`src/frame_list_pkg.sv`:
```
/*
 Constants, field layouts and the state record of the frame timing and
 list pointer block of a USB host controller.
 Assumes a 32-bit APB register bus and a 10 MHz controller clock.
*/
// Functional notes
// - Bulk pointer advances after each served descriptor
// - Bulk end: if filled, reload head, clear flag
// - Bulk pointer resets to zero, marks end
// - Completed descriptor links old done head first
// - Done head writeback clears head, sets status
// - Frame interval resets to 11999 nominal
// - Largest packet counter loaded every frame start
// - Remaining counter decrements, reloads after zero
// - Entering operational reloads remaining from interval
// - Remaining toggle copies interval toggle at zero
// - Frame number increments per reload, wraps
// - Frame number increments on entering operational
// - Frame number written out, then status set (here both in the same cycle)
// - Periodic start clears on hardware reset
// - Periodic lists win once start reached
// - Low speed only if remaining >= threshold
// - Reserved bits read as zero here
// - Event interrupt needs own and master enable
package frame_list_pkg;
	// Register byte addresses
	localparam logic [31:0] BULK_CUR_ADDR  = 32'h8002002C;
	localparam logic [31:0] DONE_HEAD_ADDR = 32'h80020030;
	localparam logic [31:0] FM_INTV_ADDR   = 32'h80020034;
	localparam logic [31:0] FM_REM_ADDR    = 32'h80020038;
	localparam logic [31:0] FM_NUM_ADDR    = 32'h8002003C;
	localparam logic [31:0] PER_START_ADDR = 32'h80020040;
	localparam logic [31:0] LS_THR_ADDR    = 32'h80020044;
	localparam logic [31:0] CTRL_ADDR      = 32'h80020080;
	localparam logic [31:0] STATUS_ADDR    = 32'h80020084;
	localparam logic [31:0] INT_EN_ADDR    = 32'h80020088;
	// Pointer field mask, bits 31:4
	localparam logic [31:0] PTR_MASK       = 32'hFFFFFFF0;
	// Field positions
	localparam int TOGGLE_BIT  = 31;
	localparam int FULL_SPEED_LARGEST_PACKET_LSB   = 16;
	localparam int FULL_SPEED_LARGEST_PACKET_MSB   = 30;
	localparam int CTRL_BULK_EN = 0;
	localparam int CTRL_FILLED  = 1;
	localparam int CTRL_OPER    = 2;
	localparam int CTRL_SRST    = 3;
	localparam int ST_SOF       = 0;
	localparam int ST_WDH       = 1;
	localparam int EN_MIE       = 31;
	// Reset values
	localparam logic [31:0] BULK_CUR_RST  = 32'h00000000;
	localparam logic [31:0] DONE_HEAD_RST = 32'h00000000;
	localparam logic [13:0] FI_NOMINAL    = 14'h2EDF;
	localparam logic [14:0] FULL_SPEED_LARGEST_PACKET_RST     = 15'h0000;
	localparam logic [13:0] PS_RST        = 14'h0000;
	localparam logic [11:0] LST_RST       = 12'h628;
	localparam logic [31:0] BUS_ERR_DATA  = 32'h00000000;

	// Whole state of the timing block
	typedef struct packed {
		logic [31:0] bulk_cur;
		logic [31:0] done_head;
		logic        interval_toggle;
		logic [14:0] full_speed_largest_packet;
		logic [13:0] fi;
		logic        remaining_toggle;
		logic [13:0] fr;
		logic [15:0] fn;
		logic [13:0] ps;
		logic [11:0] low_speed_threshold;
		logic        bulk_en;
		logic        filled;
		logic        oper;
		logic        oper_d;
		logic        sf_st;
		logic        wdh_st;
		logic        sf_en;
		logic        wdh_en;
		logic        master_interrupt_enable;
		logic [14:0] lpc;
		logic        sof_p;
		logic        fnwb_p;
		logic        tdwr_p;
		logic [31:0] tdwr_data;
		logic        donewb_p;
		logic [31:0] donewb_data;
		logic        prio;
		logic        pgo;
		logic        ls_ok;
		logic        irq;
		logic        pready;
		logic        pslverr;
		logic [31:0] prdata;
		logic        tick_d;
	} state_t;
endpackage

```
`src/frame_list_timer.sv`:
```
/*
 Frame timing and list pointer logic: bulk current pointer, done list head,
 frame interval, remaining counter, frame number and thresholds, behind APB.
 Assumes a list engine on the same clock and a bit-time strobe from a pin.
*/
// The APB register port was left to the implementer.
`timescale 1ns/1ps
module frame_list_timer (
	// Clock and reset
	input  wire logic        clk_in,
	input  wire logic        rstn_in,
	// APB slave
	input  wire logic        psel_in,
	input  wire logic        penable_in,
	input  wire logic        pwrite_in,
	input  wire logic [31:0] paddr_in,
	input  wire logic [31:0] pwdata_in,
	output logic [31:0]      prdata_out,
	output logic             pready_out,
	output logic             pslverr_out,
	// Bit-time strobe from the serial engine
	input  wire logic        bit_tick_in,
	// List engine requests
	input  wire logic        bulk_served_in,
	input  wire logic [31:0] bulk_next_in,
	input  wire logic        bulk_end_in,
	input  wire logic [31:0] bulk_head_in,
	input  wire logic        td_complete_in,
	input  wire logic [31:0] td_addr_in,
	input  wire logic        done_wb_req_in,
	input  wire logic        xact_busy_in,
	// Shared area writes and frame events
	output logic             td_link_wr_out,
	output logic [31:0]      td_link_data_out,
	output logic             done_wb_out,
	output logic [31:0]      done_wb_data_out,
	output logic             sof_out,
	output logic             fn_wb_out,
	output logic [15:0]      frame_number_out,
	// Scheduling decisions
	output logic [31:0]      bulk_current_out,
	output logic [14:0]      largest_packet_count_out,
	output logic             periodic_priority_out,
	output logic             periodic_go_out,
	output logic             ls_commit_ok_out,
	output logic             irq_out
);
	// Current and next state
	frame_list_pkg::state_t st_reg;
	frame_list_pkg::state_t st_next;
	// Synchronised strobe and its rising edge
	logic        tick_sync;
	logic        tick;
	// Bus access decode
	logic        acc;
	logic        wr;
	logic        mapped;
	logic [31:0] rd;

	// Strobe passes two flops before use
	bit_tick_sync u_tick_sync (
		.clk_in    (clk_in),
		.rstn_in   (rstn_in),
		.level_in  (bit_tick_in),
		.level_out (tick_sync)
	);

	assign tick = tick_sync & ~st_reg.tick_d;
	assign acc  = psel_in & penable_in & st_reg.pready;
	assign wr   = acc & pwrite_in;

	// Read mux; reserved bits read as zero
	always_comb begin
		rd     = 32'h00000000;
		mapped = 1'b1;
		case (paddr_in)
			frame_list_pkg::BULK_CUR_ADDR:  rd = st_reg.bulk_cur;
			frame_list_pkg::DONE_HEAD_ADDR: rd = st_reg.done_head;
			frame_list_pkg::FM_INTV_ADDR: begin
				rd[frame_list_pkg::TOGGLE_BIT] = st_reg.interval_toggle;
				rd[frame_list_pkg::FULL_SPEED_LARGEST_PACKET_MSB:frame_list_pkg::FULL_SPEED_LARGEST_PACKET_LSB] = st_reg.full_speed_largest_packet;
				rd[13:0] = st_reg.fi;
			end
			frame_list_pkg::FM_REM_ADDR: begin
				rd[frame_list_pkg::TOGGLE_BIT] = st_reg.remaining_toggle;
				rd[13:0] = st_reg.fr;
			end
			frame_list_pkg::FM_NUM_ADDR:    rd[15:0] = st_reg.fn;
			frame_list_pkg::PER_START_ADDR: rd[13:0] = st_reg.ps;
			frame_list_pkg::LS_THR_ADDR:    rd[11:0] = st_reg.low_speed_threshold;
			frame_list_pkg::CTRL_ADDR: begin
				rd[frame_list_pkg::CTRL_BULK_EN] = st_reg.bulk_en;
				rd[frame_list_pkg::CTRL_FILLED]  = st_reg.filled;
				rd[frame_list_pkg::CTRL_OPER]    = st_reg.oper;
			end
			frame_list_pkg::STATUS_ADDR: begin
				rd[frame_list_pkg::ST_SOF] = st_reg.sf_st;
				rd[frame_list_pkg::ST_WDH] = st_reg.wdh_st;
			end
			frame_list_pkg::INT_EN_ADDR: begin
				rd[frame_list_pkg::ST_SOF] = st_reg.sf_en;
				rd[frame_list_pkg::ST_WDH] = st_reg.wdh_en;
				rd[frame_list_pkg::EN_MIE] = st_reg.master_interrupt_enable;
			end
			default: mapped = 1'b0;
		endcase
	end

	// Next-state logic of the whole block
	always_comb begin
		st_next          = st_reg;
		st_next.tick_d   = tick_sync;
		st_next.sof_p    = 1'b0;
		st_next.fnwb_p   = 1'b0;
		st_next.tdwr_p   = 1'b0;
		st_next.donewb_p = 1'b0;
		st_next.oper_d   = st_reg.oper;

		// APB: no wait state, answer registered in the setup cycle
		st_next.pready  = psel_in & ~penable_in;
		st_next.pslverr = psel_in & ~penable_in & ~mapped;
		if (psel_in && !penable_in) begin
			st_next.prdata = mapped ? rd : frame_list_pkg::BUS_ERR_DATA;
		end

		// Software writes
		if (wr) begin
			case (paddr_in)
				frame_list_pkg::BULK_CUR_ADDR: begin
					// Ignored while the bulk list runs
					if (!st_reg.bulk_en) begin
						st_next.bulk_cur = pwdata_in & frame_list_pkg::PTR_MASK;
					end
				end
				frame_list_pkg::FM_INTV_ADDR: begin
					st_next.interval_toggle   = pwdata_in[frame_list_pkg::TOGGLE_BIT];
					st_next.full_speed_largest_packet = pwdata_in[frame_list_pkg::FULL_SPEED_LARGEST_PACKET_MSB:frame_list_pkg::FULL_SPEED_LARGEST_PACKET_LSB];
					st_next.fi    = pwdata_in[13:0];
				end
				frame_list_pkg::PER_START_ADDR: st_next.ps  = pwdata_in[13:0];
				frame_list_pkg::LS_THR_ADDR:    st_next.low_speed_threshold = pwdata_in[11:0];
				frame_list_pkg::CTRL_ADDR: begin
					st_next.bulk_en = pwdata_in[frame_list_pkg::CTRL_BULK_EN];
					st_next.filled  = pwdata_in[frame_list_pkg::CTRL_FILLED];
					st_next.oper    = pwdata_in[frame_list_pkg::CTRL_OPER];
					// Soft reset returns the interval word to nominal
					if (pwdata_in[frame_list_pkg::CTRL_SRST]) begin
						st_next.interval_toggle   = 1'b0;
						st_next.full_speed_largest_packet = frame_list_pkg::FULL_SPEED_LARGEST_PACKET_RST;
						st_next.fi    = frame_list_pkg::FI_NOMINAL;
						st_next.oper  = 1'b0;
					end
				end
				frame_list_pkg::STATUS_ADDR: begin
					// Write one to clear
					if (pwdata_in[frame_list_pkg::ST_SOF]) begin
						st_next.sf_st = 1'b0;
					end
					if (pwdata_in[frame_list_pkg::ST_WDH]) begin
						st_next.wdh_st = 1'b0;
					end
				end
				frame_list_pkg::INT_EN_ADDR: begin
					st_next.sf_en  = pwdata_in[frame_list_pkg::ST_SOF];
					st_next.wdh_en = pwdata_in[frame_list_pkg::ST_WDH];
					st_next.master_interrupt_enable    = pwdata_in[frame_list_pkg::EN_MIE];
				end
				default: ;
			endcase
		end

		// Bulk list walk; end of list wins over an advance
		if (bulk_end_in) begin
			if (st_reg.filled) begin
				st_next.bulk_cur = bulk_head_in & frame_list_pkg::PTR_MASK;
				// A software set in the same cycle survives
				if (!(wr && paddr_in == frame_list_pkg::CTRL_ADDR
						&& pwdata_in[frame_list_pkg::CTRL_FILLED])) begin
					st_next.filled = 1'b0;
				end
			end
		end else if (bulk_served_in) begin
			st_next.bulk_cur = bulk_next_in & frame_list_pkg::PTR_MASK;
		end

		// Done list: write back old head, then link the new descriptor
		if (done_wb_req_in) begin
			st_next.donewb_p    = 1'b1;
			st_next.donewb_data = st_reg.done_head;
			st_next.done_head   = frame_list_pkg::DONE_HEAD_RST;
			st_next.wdh_st      = 1'b1;
		end
		if (td_complete_in) begin
			st_next.tdwr_p    = 1'b1;
			st_next.tdwr_data = done_wb_req_in ? frame_list_pkg::DONE_HEAD_RST : st_reg.done_head;
			st_next.done_head = td_addr_in & frame_list_pkg::PTR_MASK;
		end

		// Frame timing
		if (st_reg.oper && !st_reg.oper_d) begin
			// Entry into operation reloads and counts a frame
			st_next.fr    = st_reg.fi;
			st_next.fn    = st_reg.fn + 16'h0001;
			st_next.lpc   = st_reg.full_speed_largest_packet;
			st_next.sof_p = 1'b1;
			st_next.prio  = 1'b0;
		end else if (st_reg.oper && tick) begin
			if (st_reg.fr == 14'h0000) begin
				// Reload at the boundary after zero
				st_next.fr    = st_reg.fi;
				st_next.fn    = st_reg.fn + 16'h0001;
				st_next.lpc   = st_reg.full_speed_largest_packet;
				st_next.sof_p = 1'b1;
				st_next.prio  = 1'b0;
			end else begin
				st_next.fr = st_reg.fr - 14'h0001;
				// Toggle follows the interval toggle as zero is reached
				if (st_reg.fr == 14'h0001) begin
					st_next.remaining_toggle = st_reg.interval_toggle;
				end
				// Periodic lists take over at the threshold
				if (st_reg.fr - 14'h0001 == st_reg.ps) begin
					st_next.prio = 1'b1;
				end
			end
		end

		// Frame number goes out one cycle after the frame start, together with the status
		if (st_reg.sof_p) begin
			st_next.fnwb_p = 1'b1;
			st_next.sf_st  = 1'b1;
		end

		// Periodic work starts once the current transaction ends
		st_next.pgo   = st_reg.prio & ~xact_busy_in;
		st_next.ls_ok = st_reg.fr >= {2'b00, st_reg.low_speed_threshold};
		st_next.irq   = st_reg.master_interrupt_enable & ((st_reg.sf_st & st_reg.sf_en)
			| (st_reg.wdh_st & st_reg.wdh_en));
	end

	// State register with defined reset values
	always_ff @(posedge clk_in or negedge rstn_in) begin
		if (!rstn_in) begin
			st_reg             <= '0;
			st_reg.bulk_cur    <= frame_list_pkg::BULK_CUR_RST;
			st_reg.done_head   <= frame_list_pkg::DONE_HEAD_RST;
			st_reg.fi          <= frame_list_pkg::FI_NOMINAL;
			st_reg.full_speed_largest_packet       <= frame_list_pkg::FULL_SPEED_LARGEST_PACKET_RST;
			st_reg.ps          <= frame_list_pkg::PS_RST;
			st_reg.low_speed_threshold         <= frame_list_pkg::LST_RST;
		end else begin
			st_reg <= st_next;
		end
	end

	// Outputs straight from the state register
	assign prdata_out               = st_reg.prdata;
	assign pready_out               = st_reg.pready;
	assign pslverr_out              = st_reg.pslverr;
	assign td_link_wr_out           = st_reg.tdwr_p;
	assign td_link_data_out         = st_reg.tdwr_data;
	assign done_wb_out              = st_reg.donewb_p;
	assign done_wb_data_out         = st_reg.donewb_data;
	assign sof_out                  = st_reg.sof_p;
	assign fn_wb_out                = st_reg.fnwb_p;
	assign frame_number_out         = st_reg.fn;
	assign bulk_current_out         = st_reg.bulk_cur;
	assign largest_packet_count_out = st_reg.lpc;
	assign periodic_priority_out    = st_reg.prio;
	assign periodic_go_out          = st_reg.pgo;
	assign ls_commit_ok_out         = st_reg.ls_ok;
	assign irq_out                  = st_reg.irq;
endmodule

```
`src/bit_tick_sync.sv`:
```
/*
 Two-stage synchroniser for the bit-time strobe of the serial engine.
 Assumes the strobe is a level that holds for at least two controller clocks.
*/
`timescale 1ns/1ps
module bit_tick_sync (
	// Clock and reset
	input  wire logic clk_in,
	input  wire logic rstn_in,
	// Asynchronous level and its synchronised copy
	input  wire logic level_in,
	output logic      level_out
);
	// First and second stage flops
	logic first_reg;
	logic second_reg;

	// Only the second stage reads the first
	always_ff @(posedge clk_in or negedge rstn_in) begin
		if (!rstn_in) begin
			first_reg  <= 1'b0;
			second_reg <= 1'b0;
		end else begin
			first_reg  <= level_in;
			second_reg <= first_reg;
		end
	end

	assign level_out = second_reg;
endmodule

```
`config.mk`:
```
export PLATFORM = sky130hd
export DESIGN_NAME = frame_list_timer
export DESIGN_NICKNAME = d
export VERILOG_FILES = /design/src/frame_list_pkg.sv /design/src/frame_list_timer.sv /design/src/bit_tick_sync.sv
export SDC_FILE = /design/constraint.sdc
export NUM_CORES = 1
export LEC_CHECK = 0
export BUFFER_PORTS_ARGS = -buffer_cell sky130_fd_sc_hd__buf_4
export CAP_MARGIN = 40
export CORE_MARGIN = 10
export CORE_UTILIZATION = 49
export DETAILED_ROUTE_END_ITERATION = 10
export PLACE_DENSITY = 0.77
export SYNTH_ARGS = -nofsm -noshare
export SYNTH_HDL_FRONTEND = slang
export SYNTH_SLANG_ARGS = --single-unit
```
`constraint.sdc`:
```
create_clock -name clk_in -period 2.25 [get_ports clk_in]
set_clock_uncertainty 0.05 [all_clocks]
set_input_delay 0.225 -clock clk_in [delete_from_list [all_inputs] [get_ports clk_in]]
set_output_delay 0.225 -clock clk_in [all_outputs]
set_load 0.02 [all_outputs]
```
==> results_dict.tcl, run 1 <==
set metrics [dict create \
    busiest_layer "met2" \
    r2r_end "periodic_priority_out" \
    synth-edff-count 0 \
    synth-seq-cells 284 \
    track_usage_pct 28.68 \
    hold_path_depth 3 \
    cts_inserted_buffers 31 \
    vias 12719 \
    clock_latency_ps 570 \
    ctsHtreeMaxLevel 1 \
    worstMarginPinSlew_ps 703.6 \
    slew_viol_final 0 \
    via_per_inst 5.938 \
    hp-start "bulk_end_in" \
    drc_errors 0 \
    synthArstFlopShare_pct 100.0 \
    hold_path_class "input pin to flop" \
    io_buffers 327 \
    reg2reg_depth 6 \
    rsz0062_at_grt "yes" \
    syn_to_final_growth_pct 33.59 \
    yosysWarnings 0 \
    grt_use_met2_pct 45.85 \
    synth_flop_cell "dfrtp_1" \
    fp.dieW_um 192.1 \
    arrival_ps 2650 \
    die_h_um 192.1 \
    hpwlAfterDp_um 38470 \
    cts_tree "done" \
    syn-num-nets 1557 \
    routedWlPerCell_um 25.33 \
    period_needed_ps 2212 \
    synth_cell_types 78 \
    dr.first_iter.drc_count 1538 \
    final_nets 1917 \
    clk_pin_slew_ps 60 \
    p_leak_nw 9.291 \
    p_per_area_nw_per_um2 781.6 \
    finalWirelength_um 54270 \
    place_area_um2 17000 \
    required_ps 2690 \
    ant_nets 0 \
    largest_reg_flops 112 \
    fin_crit_sh_pct 98.30 \
    rows 62 \
    hold_viol 0 \
    synthCells 1371 \
    grt_max_degree 68 \
    syn_area_per_cell_um2 10.59 \
    reg2reg_slack_ps 40 \
    maxSlewHeadroom_pct 53.09 \
    worst_slack_ps 38.34 \
    drtPass1Iterations 8 \
    pwr-share-seq_pct 38.4 \
    synth-seq-area-share_pct 49.10 \
    cts.sinks 284 \
    crit_path_end_kind "flop" \
    clock_path_buffers 3 \
    core_region_area_um2 28940 \
    worstPathMaxFanout 4 \
    fin_util_pct 67.00 \
    synth_area_um2 14510 \
    comb_power_share_pct 26.3 \
    use_met3_pct 8.179 \
    ir_worst_vdd_mv 0.7141 \
    stdcell_area_um2 19390 \
    final_cell_mix "buf_4 (428), dfrtp_1 (269), nand2_1 (142)" \
    initial_core_util_pct 50.16 \
    critical_path_class "flop to flop" \
    startpoint_type "flop" \
    max_freq_mhz 452.2 \
    grt_pass1_wl_um 81720 \
    drive_above_1_share_pct 35.36 \
    grt_pass1_vias 13239 \
    min_to "st_reg[129]" \
    use_met1_pct 36.04 \
    gp_congestion 0.9480 \
    final_common_cell "buf_4" \
    cts_root_buf "clkbuf_16" \
    maxCapViolCount 0 \
    status "completed" \
    post-place-ws_ps -247.9 \
    post-place-cells 1957 \
    overflow 0 \
    p_sw_share_pct 30.62 \
    die_area_um2 36900 \
    fin_cells 2142 \
    p_clk_share_pct 35.3 \
    setup_viol 0 \
    r2r-start "st_reg[177]" \
    p_int_mw 10.51 \
    netSwitchingPower_mw 4.640 \
    antenna_found_initial 3 \
    ios 340 \
]
[cell usage after synthesis (3+ instances only)]
library cell  instances  share of area, %
a211oi_1              6              0.31
a21o_1                7              0.36
a21oi_1              17              0.59
a221o_1               3              0.21
a221oi_1             12              0.72
a222oi_1             26               1.8
a22o_1               22               1.3
a22oi_1              53               2.7
a311oi_1              3              0.18
a32oi_1               9              0.54
and2_1                7              0.30
and3_1                7              0.30
buf_1                 7              0.18
buf_2                22              0.76
buf_4               162               8.4
clkbuf_1             47               1.2
dfrtp_1             269                46
dfstp_2              15               2.7
ha_1                 15               1.3
inv_1                59               1.5
mux2_2               62               4.8
mux2i_1              61               4.2
nand2_1             143               3.7
nand2b_1             36               1.6
nand3_1              15              0.52
nand3b_1              5              0.26
nand4_1              14              0.60
nor2_1               35              0.91
nor2b_1               7              0.30
nor3_1                7              0.24
nor3_2                4              0.28
nor3b_1               3              0.16
nor4_1                9              0.39
nor4_2                8              0.69
nor4b_1               4              0.24
o211ai_1              5              0.26
o21ai_0              81               2.8
o21ai_1               9              0.31
o22a_1               10              0.60
o311ai_0              5              0.30
or2_2                 5              0.22
xnor2_1              19               1.1
xor2_1               11              0.66
[final cells by class]
| class | instances | area (µm²) |
|---|---|---|
| diodes | 2 | 5.005 |
| flip-flops and latches | 284 | 7126 |
| clock buffers | 48 | 929.6 |
| fillers | 2068 | 9548 |
| well taps | 384 | 480.5 |
| clock inverters | 10 | 142.6 |
| repair buffers | 566 | 4728 |
| inverters | 59 | 221.5 |
| multi-input cells | 789 | 5754 |
[through the flow]
step / total power [mW] / hold WS, ps / TNS [ps]
6_report: 15.15 / 41.63 / 0
4_1_cts: 15.00 / 40.74 / 0
3_5_place_dp: 9.453 / 173.0 / -6698
2_1_floorplan: 7.908 / -120.6 / 0
3_3_place_gp: 9.386 / 171.2 / -7695
5_1_grt: 15.72 / 54.05 / -160.4
[cell families (layout without fill, tap and decap cells)]
group / Yosys count / in the layout / synth area share (%)
buffers and inverters: 298 / 683 / 12.14
other: 0 / 2 / 0
AO/OA/AOI/OAI: 294 / 294 / 14.73
flip-flops: 284 / 284 / 49.10
XOR/XNOR: 30 / 30 / 1.810
multiplexers: 125 / 125 / 9.173
adder cells (fa/ha/maj): 15 / 15 / 1.293
AND/OR/NAND/NOR: 325 / 325 / 11.75
[power by group through the flow]
stage	combinational, mW	sequential, mW	clock [mW]
after global placement	3.53	5.86	0
after floorplan	2.15	5.76	0
after detailed placement	3.58	5.87	0
final	3.99	5.82	5.34
after CTS	3.84	5.80	5.37
after global routing	4.27	5.85	5.60
[routing by layer]
metal / routed length, µm / up-vias / part of all wire, %
met4: 2598 / 2 / 4.8
met2: 25440 / 832 / 47
met3: 5839 / 176 / 11
met1: 20380 / 6252 / 38
li1: - / 5457 / -
met5: 15 / - / 0.028
[repair_timing]
item	in CTS	in global routing
hold buffers	120	0
setup endpoints to repair	9	20
gates resized for setup	6	15
setup buffers	1	4
endpoints found under the hold margin	181	0
pin swaps	2	11
[critical path, stage by stage, from the launching register on]
cell       delay [ps]
dfrtp_1           430
or4_4             600
nor4_4            200
xnor2_1           150
a2111oi_2         410
nand4_1           150
o21ai_1           140
[worst max path at each step]
stage / start / to / slack [ps] / depth (start not counted)
2_1_floorplan: st_reg[173] / st_reg[175] / 2 / 10
3_5_place_dp: paddr_in[20] / st_reg[197] / -250 / 8
5_1_grt: st_reg[177] / periodic_priority_out / -100 / 6
4_1_cts: st_reg[177] / periodic_priority_out / 10 / 6
6_report: st_reg[177] / periodic_priority_out / 40 / 6
3_3_place_gp: paddr_in[20] / st_reg[199] / -350 / 6
Note: power is estimated with default switching activity, not from simulation.
==> run 2: changes to the inputs <==
ABC_AREA = 1   (was not set)
CAP_MARGIN = 20   (was 40)
CORE_UTILIZATION = 50   (was 49)
PLACE_DENSITY = 0.78   (was 0.77)
==> run 2 against run 1 <==
Net effect:
- synthesized cell count is 34% higher
- first-iteration DRC count shrank 9.1%
- power decreased by 16%
- largest power group is now the clock network
- maximum frequency up 0.36%
- via count grew 11%
- count of clock-buffer cells in the layout shrank 9
- cell area fell by 0.17%
==> results_dict.tcl, run 2 <==
set metrics [dict create \
    status "completed" \
    synth_top_area_share_pct 45.19 \
    multi_input_area_um2 5542 \
    p_int_mw 9.469 \
    hold_viol 0 \
    synth_xor_area_share_pct 0.8820 \
    synth-edff-count 0 \
    maxSlewHeadroom_pct 57.62 \
    p_sw_share_pct 25.32 \
    cp_slowest_cell "dlygate4sd3_1" \
    final_cell_mix "nand2_1 (498), buf_4 (384), dfrtp_1 (269)" \
    fin_cells 2569 \
    drtPass1Iterations 6 \
    vias 14090 \
    rows 63 \
    drc_errors 0 \
    via_per_inst 5.485 \
    comb_power_share_pct 12.9 \
    p_per_area_nw_per_um2 655.1 \
    antenna_found_initial 1 \
    fp.dieW_um 192.6 \
    register_area_um2 7126 \
    synth-simple-area-share_pct 22.65 \
    synth_cell_types 48 \
    hold_path_class "input pin to flop" \
    largest_reg_flops 112 \
    core_region_area_um2 29480 \
    drive_above_1_share_pct 24.43 \
    total_power_mw 12.68 \
    clock_path_buffers 3 \
    fin_util_pct 65.65 \
    overflow 0 \
    ant_nets 0 \
    muxShareOfSynthArea_pct 0.07560 \
    critPathTopFamily "buffers and inverters" \
    clock_latency_ps 570 \
    ctsHtreeMaxLevel 1 \
    synth-seq-area-share_pct 47.84 \
    synth-seq-cells 284 \
    cts_root_buf "clkbuf_16" \
    grt_pass1_wl_um 81680 \
    slew_viol_final 0 \
    synth_top_cell_by_area "dfrtp_1" \
    post-place-ws_ps 20.91 \
    ys_top_cells_by_area "dfrtp_1 (45%), nand2_1 (13%), buf_4 (8.1%)" \
    hpwlAfterDp_um 38780 \
    die_area_um2 37090 \
    die_h_um 192.6 \
    yosysMostFrequentCell "nand2_1" \
    initial_core_util_pct 50.53 \
    final_nets 2341 \
    synthCells 1833 \
    pwr-share-seq_pct 43.2 \
    maxCapViolCount 0 \
    grt_max_degree 76 \
    dr.first_iter.drc_count 1398 \
    critical_path_class "flop to flop" \
    ios 340 \
    required_ps 2650 \
    crit_path_end_kind "flop" \
    synth_top_family_by_area "simple AND/OR/NAND/NOR gates" \
    track_usage_pct 28.32 \
    cts_tree "done" \
    syn_area_per_cell_um2 8.126 \
    critPathMaxStageDelay_ps 600 \
    arrival_ps 2610 \
    synthArstFlopShare_pct 100.0 \
    grt_pass1_vias 14343 \
    ir_worst_vdd_mv 0.5578 \
    worstMarginPinSlew_ps 635.7 \
    finalWirelength_um 54300 \
    final_common_cell "nand2_1" \
    syn_to_final_growth_pct 29.94 \
    startpoint_type "flop" \
    max_freq_mhz 453.8 \
    worst_slack_ps 46.38 \
    yosysWarnings 0 \
    synth_flop_cell "dfrtp_1" \
    cts.sinks 284 \
    path_buf_inv 2 \
    io_buffers 327 \
    cts_inserted_buffers 30 \
    routedWlPerCell_um 21.14 \
    worstPathMaxFanout 32 \
    synth_area_um2 14900 \
    ys_top_cells_by_count "nand2_1 (500), dfrtp_1 (269), inv_1 (174)" \
    setup_viol 0 \
    p_clk_share_pct 43.9 \
    post-place-cells 2388 \
    path_cells "nand4_1 > nor2_1 > nand2_2 > buf_12 > o211ai_1 > nand3_1 > dlygate4sd3_1" \
    syn-num-nets 2019 \
    synth_fa_ha_area_share_pct 1.260 \
    period_needed_ps 2204 \
    p_leak_nw 9.822 \
    netSwitchingPower_mw 3.210 \
    gp_congestion 0.9570 \
    clk_pin_slew_ps 70 \
    synth_compound_area_share_pct 12.24 \
    fin_crit_sh_pct 97.94 \
    fillers 2399 \
]
==> run 2: logic make-up (layout without fill, tap and decap cells) <==
kind of cell	count (synthesis)	count (layout)
flip-flops	284	284
adder cells (fa/ha/maj)	15	15
multiplexers	1	1
XOR/XNOR	15	15
AO/OA/AOI/OAI	300	300
buffers and inverters	420	765
AND/OR/NAND/NOR	798	798
other	0	1
==> run 2: routing by layer <==
layer	GRT usage (%)	share of wire, %	wire length (µm)
met5	0	0	0
met4	12.61	4.3	2319
met3	6.975	9.8	5340
met2	44.81	46	25170
met1	36.09	40	21470
==> run 2: cell type report <==
class	instances	area share (%)
Sequential cell	284	36.82
Clock inverter	16	1.487
Inverter	192	3.749
Multi-Input combinational cell	1129	28.63
Antenna cell	1	0.01293
Clock buffer	39	4.312
Tap cell	390	2.521
Timing Repair Buffer	518	22.47
==> run 2: worst paths after layout <==
| check | depth (start not counted) | slack [ps] | from | to |
|---|---|---|---|---|
| min in group asynchronous | 2 | 150 | rstn_in | frame_number_out[1] |
| worst min-delay path | 1 | 40 | td_complete_in | td_link_wr_out |
| worst min register to register | 0 | 300 | u_tick_sync.first_reg | u_tick_sync.level_out |
| max in group asynchronous | 3 | 1270 | rstn_in | st_reg[188] |
| worst max register to register | 7 | 50 | pready_out | bulk_current_out[27] |
| worst max-delay path | 7 | 50 | pready_out | bulk_current_out[27] |
==> run 2: power by group through the flow <==
| stage | combinational, mW | clock [mW] | sequential, mW |
|---|---|---|---|
| floorplan | 0.809 | 0 | 5.50 |
| global route | 1.75 | 5.85 | 5.49 |
| finish | 1.63 | 5.57 | 5.48 |
| detailed placement | 1.37 | 0 | 5.55 |
| global placement | 1.34 | 0 | 5.55 |
| CTS | 1.60 | 5.62 | 5.47 |
==> run 2: repair_timing <==
item,in CTS,in global routing
buffers inserted,0,4
hold buffers,121,0
gates resized for setup,0,11
setup endpoints to repair,0,27
hold endpoints to repair,200,0
==> run 2: worst register-to-register path: stages (launching register included) <==
cell	delay [ps]
dfrtp_1	390
nand4_1	210
nor2_1	180
nand2_2	110
buf_12	180
o211ai_1	280
nand3_1	100
dlygate4sd3_1	600
==> run 2: per-stage QoR <==
step	cell area (µm²)	TNS [ps]	hold slack, ps
floorplan	14900	0	-120.6
global placement	16960	0	160.5
detailed placement	16960	0	159.2
CTS	19290	0	24.51
global route	19350	-177.3	64.85
finish	19350	0	44.29
